## src/link_ctl_cfg.svh

```systemverilog
// constants for the link control and node identification tracking bank
`ifndef LINK_CTL_CFG_SVH
`define LINK_CTL_CFG_SVH
`define OFS_CTL_SET    8'h50
`define OFS_CTL_CLR    8'h54
`define OFS_BUF_BASE   8'h64
`define OFS_RX_COUNT   8'h68
`define BIT_LPS        19
`define BIT_PWE        18
`define BIT_LEN        17
`define BIT_SRST       16
`define BIT_ERR        31
`define GEN_LSB        16
`define GEN_MSB        23
`define QCNT_LSB       2
`define QCNT_MSB       10
`define BASE_LSB       11
`define SRST_CYCLES    5'h10
`define QCNT_FULL      9'h1FF
`endif

```

## src/link_ctl_pkg.sv

```systemverilog
// types for the link control and node identification tracking bank
package link_ctl_pkg;
  typedef enum logic [1:0] {
    ST_RUN  = 2'h1,
    ST_SRST = 2'h2
  } ctl_state_t;

  typedef struct packed {
    ctl_state_t  st;
    logic        link_power_status_ctl;
    logic        pwe;
    logic        len;
    logic        srst;
    logic [4:0]  scnt;
    logic [20:0] base;
    logic        err;
    logic [7:0]  gen;
    logic [8:0]  qcnt;
    logic        rx_act;
    logic        rx_err;
    logic        pend;
    logic [31:0] waddr;
    logic [31:0] wdata;
    logic        dwr;
    logic [7:0]  daddr;
    logic [31:0] rdata;
  } regs_t;
endpackage

```

## src/link_ctl.sv

```systemverilog
// link control register bank with node identification reception tracking
//
// The implementer's own choice: the AHB-Lite register port.
`timescale 1ns/10ps
`default_nettype none
`include "link_ctl_cfg.svh"

module link_ctl
  import link_ctl_pkg::*;
(
  input  wire logic        CLOCK,
  input  wire logic        RESET,
  input  wire logic        HSEL,
  input  wire logic [31:0] HADDR,
  input  wire logic [1:0]  HTRANS,
  input  wire logic        HWRITE,
  input  wire logic [2:0]  HSIZE,
  input  wire logic [31:0] HWDATA,
  input  wire logic        HREADY,
  output logic             HREADYOUT,
  output logic             HRESP,
  output logic [31:0]      HRDATA,
  input  wire logic        BUS_RESET_SEEN,
  input  wire logic        SID_START,
  input  wire logic        SID_QUAD_VALID,
  input  wire logic [31:0] SID_QUAD_DATA,
  output logic             SID_QUAD_READY,
  input  wire logic        SID_END,
  input  wire logic        SID_HW_FAULT,
  output logic             MEM_WR_VALID,
  output logic [31:0]      MEM_WR_ADDR,
  output logic [31:0]      MEM_WR_DATA,
  input  wire logic        MEM_WR_READY,
  input  wire logic        MEM_WR_FAIL,
  output logic             PHY_LINK_ON,
  output logic             LINK_ACTIVE,
  output logic             POSTED_WRITE_EN,
  output logic             SOFT_RESET_BUSY
);

  regs_t r_q;
  regs_t r_d;

  // offset match on the low address byte; used by both read and write paths
  function automatic logic hit(input logic [7:0] a, input logic [7:0] ofs);
    hit = (a == ofs);
  endfunction

  // read view of the control bits; reserved positions stay zero
  function automatic logic [31:0] ctl_word(input regs_t r);
    ctl_word = '0;
    ctl_word[`BIT_LPS]  = r.link_power_status_ctl;
    ctl_word[`BIT_PWE]  = r.pwe;
    ctl_word[`BIT_LEN]  = r.len;
    ctl_word[`BIT_SRST] = r.srst;
  endfunction

  // read view of the reception count register
  function automatic logic [31:0] cnt_word(input regs_t r);
    cnt_word = '0;
    cnt_word[`BIT_ERR]               = r.err;
    cnt_word[`GEN_MSB:`GEN_LSB]      = r.gen;
    cnt_word[`QCNT_MSB:`QCNT_LSB]    = r.qcnt;
  endfunction

  logic addr_phase;
  logic quad_take;
  logic wr_done;
  logic link_up;

  // bus handshake and link qualifiers
  assign addr_phase = HSEL && HREADY && HTRANS[1];
  assign link_up    = r_q.link_power_status_ctl && (r_q.st == ST_RUN);
  assign quad_take  = SID_QUAD_VALID && SID_QUAD_READY;
  assign wr_done    = r_q.pend && MEM_WR_READY;

  // next state: bus slave, control bits, reception tracking, soft reset
  always_comb begin
    r_d     = r_q;
    r_d.dwr = 1'b0;
    // address phase: latch target and sample read data for the data phase
    if (addr_phase) begin
      r_d.dwr   = HWRITE;
      r_d.daddr = HADDR[7:0];
      if (!HWRITE) begin
        if (hit(HADDR[7:0], `OFS_CTL_SET) || hit(HADDR[7:0], `OFS_CTL_CLR)) begin
          r_d.rdata = ctl_word(r_q);
        end else if (hit(HADDR[7:0], `OFS_BUF_BASE)) begin
          r_d.rdata = {r_q.base, {`BASE_LSB{1'b0}}};
        end else if (hit(HADDR[7:0], `OFS_RX_COUNT)) begin
          r_d.rdata = cnt_word(r_q);
        end else begin
          r_d.rdata = '0;
        end
      end
    end
    // data phase write: set and clear register pair, base pointer
    if (r_q.dwr && (r_q.st == ST_RUN)) begin
      if (hit(r_q.daddr, `OFS_CTL_SET)) begin
        if (HWDATA[`BIT_LPS]) begin
          r_d.link_power_status_ctl = 1'b1;
        end
        if (HWDATA[`BIT_PWE]) begin
          r_d.pwe = 1'b1;
        end
        if (HWDATA[`BIT_LEN]) begin
          r_d.len = 1'b1;
        end
        if (HWDATA[`BIT_SRST]) begin
          r_d.srst = 1'b1;
          r_d.st   = ST_SRST;
          r_d.scnt = `SRST_CYCLES;
          // drop the control bits at once so a read during the reset shows them clear
          r_d.link_power_status_ctl  = 1'b0;
          r_d.pwe  = 1'b0;
          r_d.len  = 1'b0;
        end
      end else if (hit(r_q.daddr, `OFS_CTL_CLR)) begin
        // the reset bit is not clearable; it ends by itself
        if (HWDATA[`BIT_LPS]) begin
          r_d.link_power_status_ctl = 1'b0;
        end
        if (HWDATA[`BIT_PWE]) begin
          r_d.pwe = 1'b0;
        end
        if (HWDATA[`BIT_LEN]) begin
          r_d.len = 1'b0;
        end
      end else if (hit(r_q.daddr, `OFS_BUF_BASE)) begin
        r_d.base = HWDATA[31:`BASE_LSB];
      end
    end
    // bus reset detection, only while the physical layer is reachable
    if (link_up && BUS_RESET_SEEN) begin
      r_d.gen = r_q.gen + 8'h01;
    end
    // reception tracking
    if (link_up && r_q.len) begin
      if (SID_START) begin
        r_d.rx_act = 1'b1;
        r_d.rx_err = 1'b0;
        r_d.qcnt   = '0;
        r_d.pend   = 1'b0;
      end else if (r_q.rx_act) begin
        // one quadlet in flight; next address follows the count
        if (quad_take) begin
          r_d.pend  = 1'b1;
          r_d.waddr = {r_q.base, r_q.qcnt, 2'h0};
          r_d.wdata = SID_QUAD_DATA;
        end
        if (wr_done) begin
          r_d.pend = 1'b0;
          if (MEM_WR_FAIL || (r_q.qcnt == `QCNT_FULL)) begin
            r_d.rx_err = 1'b1;
            r_d.err    = 1'b1;
          end else begin
            r_d.qcnt = r_q.qcnt + 9'h001;
          end
        end
        if (SID_HW_FAULT) begin
          r_d.rx_err = 1'b1;
          r_d.err    = 1'b1;
        end
        // end of reception: an error seen this very cycle still wins
        if (SID_END) begin
          r_d.rx_act = 1'b0;
          r_d.err    = r_d.rx_err;
        end
      end
    end
    // disconnect at once when the link is not active; next values, so a clear write
    // drops a pending buffer write in the same cycle as the control bit
    if (!r_d.len || !r_d.link_power_status_ctl) begin
      r_d.rx_act = 1'b0;
      r_d.pend   = 1'b0;
    end
    // soft reset: the bus slave fields and the buffer write address and data are kept, all else returns to reset
    if (r_q.st == ST_SRST) begin
      r_d.link_power_status_ctl    = 1'b0;
      r_d.pwe    = 1'b0;
      r_d.len    = 1'b0;
      r_d.base   = '0;
      r_d.err    = 1'b0;
      r_d.gen    = '0;
      r_d.qcnt   = '0;
      r_d.rx_act = 1'b0;
      r_d.rx_err = 1'b0;
      r_d.pend   = 1'b0;
      r_d.scnt   = r_q.scnt - 5'h01;
      if (r_q.scnt == 5'h01) begin
        r_d.st   = ST_RUN;
        r_d.srst = 1'b0;
      end
    end
  end

  // single state register; async reset loads constants only
  always_ff @(posedge CLOCK or posedge RESET) begin
    if (RESET) begin
      r_q    <= '0;
      r_q.st <= ST_RUN;
    end else begin
      r_q <= r_d;
    end
  end

  // zero wait state slave, always OKAY
  assign HREADYOUT       = 1'b1;
  assign HRESP           = 1'b0;
  assign HRDATA          = r_q.rdata;
  // link side outputs straight from state flops
  assign PHY_LINK_ON     = r_q.link_power_status_ctl && !r_q.srst;
  assign LINK_ACTIVE     = r_q.len;
  assign POSTED_WRITE_EN = r_q.pwe;
  assign SOFT_RESET_BUSY = r_q.srst;
  assign SID_QUAD_READY  = link_up && r_q.len && r_q.rx_act && !r_q.pend;
  assign MEM_WR_VALID    = r_q.pend;
  assign MEM_WR_ADDR     = r_q.waddr;
  assign MEM_WR_DATA     = r_q.wdata;

  // helper: write of the set register carrying a given bit, seen in data phase
  logic set_srst_w;
  logic set_pwe_w;
  assign set_srst_w = r_q.dwr && hit(r_q.daddr, `OFS_CTL_SET) && HWDATA[`BIT_SRST]
                      && (r_q.st == ST_RUN);
  assign set_pwe_w  = r_q.dwr && hit(r_q.daddr, `OFS_CTL_SET) && HWDATA[`BIT_PWE]
                      && (r_q.st == ST_RUN);
endmodule
`default_nettype wire

```

## config.mk

```make
export PLATFORM = sky130hd
export DESIGN_NAME = link_ctl
export DESIGN_NICKNAME = d
export VERILOG_FILES = /design/src/link_ctl_pkg.sv /design/src/link_ctl.sv
export VERILOG_INCLUDE_DIRS = /design/src
export SDC_FILE = /design/constraint.sdc
export NUM_CORES = 1
export LEC_CHECK = 0
export ABC_AREA = 1
export BUFFER_PORTS_ARGS = -buffer_cell sky130_fd_sc_hd__buf_2
export CORE_ASPECT_RATIO = 0.5
export CORE_MARGIN = 4
export CORE_UTILIZATION = 56
export CTS_CLUSTER_SIZE = 8
export DETAILED_ROUTE_END_ITERATION = 6
export GPL_TIMING_DRIVEN = 0
export PLACE_DENSITY = 0.86
export SYNTH_ARGS = -nofsm -noshare
export SYNTH_HDL_FRONTEND = slang
export SYNTH_SLANG_ARGS = --single-unit
```

## constraint.sdc

```tcl
create_clock -name CLOCK -period 10.5 [get_ports CLOCK]
set_input_delay 1.575 -clock CLOCK [delete_from_list [all_inputs] [get_ports CLOCK]]
set_output_delay 1.575 -clock CLOCK [all_outputs]
set_load 0.05 [all_outputs]
```

==> Flow_metrics.wiki <==
{| class="wikitable"
! Metric !! Value
|-
| Largest fanout of any net on the critical path || 6
|-
| Type of origin of the critical path || flop
|-
| Static Leakage || 5.09 nW
|-
| Maximum number of pins on one net before global-route repair || 105
|-
| Number of antenna-violating nets in the routed design || 0
|-
| Critical register-to-register path startpoint || r_q[109]$_DFFE_PP0P_
|-
| Uppermost metal layer occupied by signal nets || met4
|-
| Minimum hold slack || 471 ps
|-
| Setup violation total in the final timing report || 0
|-
| Worst slew margin relative to its limit || 61.3%
|-
| GR Util All Layers || 24.8%
|-
| Antenna diode count || 0
|-
| Seq cells post-synth || 154
|-
| Setup repair bufs after CTS || 0
|-
| R2r endpoint || r_q[108]$_DFFE_PP0P_
|-
| Result of the run || finished, final reports clean
|-
| Unrepaired setup endpoints after global routing || false
|-
| Total power density per cell area || 143 nW/um2
|-
| Post-synth design cell area || 7360 um2
|-
| Post-detailed-routing wire length || 18,400 um
|-
| Mean routed wirelength per cell || 14.8 um
|-
| Number of cells produced by synthesis || 867
|-
| CTS Buffer Depth || 2
|-
| Mean post-synth cell area || 8.48 um2
|-
| Cell taking the most area after synthesis || sky130_fd_sc_hd__dfrtp_1
|-
| Final hold vios || 0
|-
| # clock sinks || 154
|-
| Final layout net count || 1,180
|-
| Number of flops mapped to enable cells by yosys || 0
|-
| Starting Density || 57.6%
|-
| Internal power of the cells || 0.00101 W
|-
| 1st-iter DRT viols || 441
|-
| Final HPWL from detailed placement || 13,000 um
|-
| Share of async-settable or async-resettable flops after synthesis || 100%
|-
| Net switching power || 0.000292 W
|-
| Via Count || 6,223
|-
| Maximum level of the CTS H-tree || 4
|-
| First-pass GRT wire length || 29,800 um
|-
| Sw Ratio || 22.4%
|-
| Number of antenna violations at the first check in global routing || 0
|-
| Required time of the critical path || 8930 ps
|-
| Chip height || 89.0 um
|-
| Tightest Hold Check Type || flop to flop
|-
| Met2 wire len || 9170 um
|-
| TritonCTS buffer count || 17
|-
| Routability congestion estimate || 0.893
|-
| Routed met1 length || 7750 um
|-
| Maximum vdd drop || 0.0000935 V
|-
| Clock Root Buffer || sky130_fd_sc_hd__clkbuf_16
|-
| Number of distinct library cells after synthesis || 28
|-
| Critical Path Sink Type || output port
|-
| Reg2reg setup slack || 8180 ps
|-
| Worst Min Path Start || MEM_WR_DATA[25]$_DFFE_PP0P_
|-
| Relative contribution of sequential cells to total power || 46.7%
|-
| Vias in the first global route || 6,165
|-
| Critical Setup Path Class || flop to output port
|-
| Final clock period utilization by the worst path || 30.6%
|-
| Worst Clk Skew || 7.20 ps
|-
| Most common cell in the netlist || sky130_fd_sc_hd__nand2_1
|-
| Hold Crit Depth || 2
|-
| Dominant cells by area after synthesis || sky130_fd_sc_hd__dfrtp_1, sky130_fd_sc_hd__nand2_1, sky130_fd_sc_hd__buf_4
|-
| Overall overflow remaining after global route || 0
|-
| Core Footprint || 12,800 um2
|-
| Fraction of layout instances using a drive strength above 1 || 31.1%
|-
| PostCTS Resize Cnt || 0
|-
| Number of filler cells placed in the layout || 981
|-
| Area Overhead vs Synth || 23.4%
|-
| DR DRC count || 0
|-
| Period minus WS final || 3220 ps
|-
| Sum of negative setup slack || 0 ps
|-
| Highest Clock Rate || 311 MHz
|-
| Met3 WL || 1010 um
|-
| Proportion of synthesized chip area in sequential cells || 52.4%
|-
| Number of max-capacitance violations reported || 0
|-
| Leading register cell type out of synthesis || sky130_fd_sc_hd__dfrtp_1
|-
| Clock transition at the registers of the reported paths || 60 ps
|-
| Number of max-slew violations in the final report || 0
|-
| Die footprint || 15,100 um2
|-
| IO Count || 217
|-
| Fraction of post-synthesis cell area in the top cell type by area || 52.0%
|-
| Signal arrival time at the worst endpoint || 1640 ps
|-
| Insertion delay of the later-clocked pin in the worst-skew pair || 410 ps
|-
| Terminating pin of the worst hold path || MEM_WR_DATA[25]$_DFFE_PP0P_
|-
| Mean number of vias per cell || 5.00
|-
| Share of total power in combinational logic || 5.0%
|-
| Clock network fraction of total power || 48.3%
|-
| Leading cell types by count after synthesis || sky130_fd_sc_hd__nand2_1, sky130_fd_sc_hd__dfrtp_1, sky130_fd_sc_hd__buf_4
|-
| Die Wd || 170 um
|-
| CTS tree || done
|-
| Number of cell instances on the worst register-to-register path || 16
|-
| Yosys warns || 0
|-
| Number of iterations in the first detailed-routing pass || 5
|-
| Total of hold buffers inserted after clock tree synthesis || 0
|-
| Number of port buffers || 171
|-
| Placement Rows || 29
|-
| Worst Max-Slew Pin Slew || 581 ps
|}
-- routing by layer --
layer | up-vias | global-route usage (%)
met4 | 0 | 10.2
met2 | 221 | 44.0
met3 | 47 | 3.62
met5 | - | 0
li1 | 3035 | -
met1 | 2920 | 31.3
-- how the worst max path moves through the flow --
stage	start	end	slack, ps	cells after the start
finish	r_q[156]$_DFF_PP1_	SID_QUAD_READY	7280	3
global route	r_q[156]$_DFF_PP1_	SID_QUAD_READY	7240	3
CTS	r_q[156]$_DFF_PP1_	SID_QUAD_READY	7280	3
detailed placement	HTRANS[1]	HRDATA[13]$_DFFE_PP0P_	7330	7
global placement	RESET	r_q[106]$_DFFE_PP0P_	3260	2
floorplan	RESET	HRDATA[10]$_DFFE_PP0P_	4780	1
-- kinds of logic after synthesis --
group | after synthesis | share of synthesized area, %
other cells | 2 | 0.102
xor+xnor | 3 | 0.357
simple gates | 350 | 19.5
fa+ha+maj | 5 | 0.850
flops | 154 | 52.4
buf+inv | 217 | 16.8
compound gates | 136 | 9.97
-- worst max-delay path, cell delays in order, from the launching register on --
cell and delay [ps]:
sky130_fd_sc_hd__dfstp_2 590, sky130_fd_sc_hd__nand4_1 160, sky130_fd_sc_hd__nor3_1 180, sky130_fd_sc_hd__buf_2 290
-- area by class of cell --
cell class              instances  area (um2)  area share, %
repair buffers                172         883           9.73
flip-flops and latches        154        3850           42.5
clock buffers                  21         460           5.07
multi-input cells             500        2280           25.1
well taps                     170         213           2.34
plain buffers                 129         908           10.0
inverters                      88         335           3.69
clock inverters                11         144           1.59
-- power groups by stage --
| stage | Combinational [W] | Sequential [W] | Clock (W) |
|---|---|---|---|
| finish | 0.0000648 | 0.000607 | 0.000629 |
| global route | 0.0000732 | 0.000608 | 0.000661 |
| CTS | 0.0000656 | 0.000607 | 0.000632 |
| detailed placement | 0.0000650 | 0.000618 | 0 |
| global placement | 0.0000622 | 0.000618 | 0 |
| floorplan | 0.0000366 | 0.000619 | 0 |
-- cell usage in the layout, fill, tap and decap left out, types with 5 or more instances in the layout --
master,n
sky130_fd_sc_hd__a21oi_1,20
sky130_fd_sc_hd__buf_2,186
sky130_fd_sc_hd__buf_4,100
sky130_fd_sc_hd__clkbuf_1,12
sky130_fd_sc_hd__clkbuf_16,17
sky130_fd_sc_hd__conb_1,6
sky130_fd_sc_hd__dfrtp_1,153
sky130_fd_sc_hd__ha_1,5
sky130_fd_sc_hd__inv_1,84
sky130_fd_sc_hd__nand2_1,240
sky130_fd_sc_hd__nand3_1,42
sky130_fd_sc_hd__nand4_1,6
sky130_fd_sc_hd__nor2_1,44
sky130_fd_sc_hd__nor3_1,12
sky130_fd_sc_hd__o21ai_0,64
sky130_fd_sc_hd__o21ai_1,29
sky130_fd_sc_hd__o22ai_1,7
sky130_fd_sc_hd__o31ai_1,11
-- per-stage QoR --
| stage | setup WS, ps | utilization, % | instances | power, W | cell area (um2) |
|---|---|---|---|---|---|
| 3_3_place_gp | 3260 | 66.1 | 1212 | 0.000680 | 8440 |
| 4_1_cts | 7280 | 71.1 | 1245 | 0.00130 | 9080 |
| 5_1_grt | 7240 | 71.1 | 1245 | 0.00134 | 9080 |
| 6_report | 7280 | 71.1 | 1245 | 0.00130 | 9080 |
| 3_5_place_dp | 7330 | 66.3 | 1213 | 0.000683 | 8470 |
| 2_1_floorplan | 4780 | - | 871 | 0.000656 | 7370 |
-- sequential cells by signal, indices dropped and copies added, names as in the netlist --
name,count
r_q,58
MEM_WR_DATA,32
HRDATA,30
MEM_WR_ADDR,30
LINK_ACTIVE,1
MEM_WR_VALID,1
POSTED_WRITE_EN,1
SOFT_RESET_BUSY,1
Note: power is estimated with default switching activity, not from simulation.
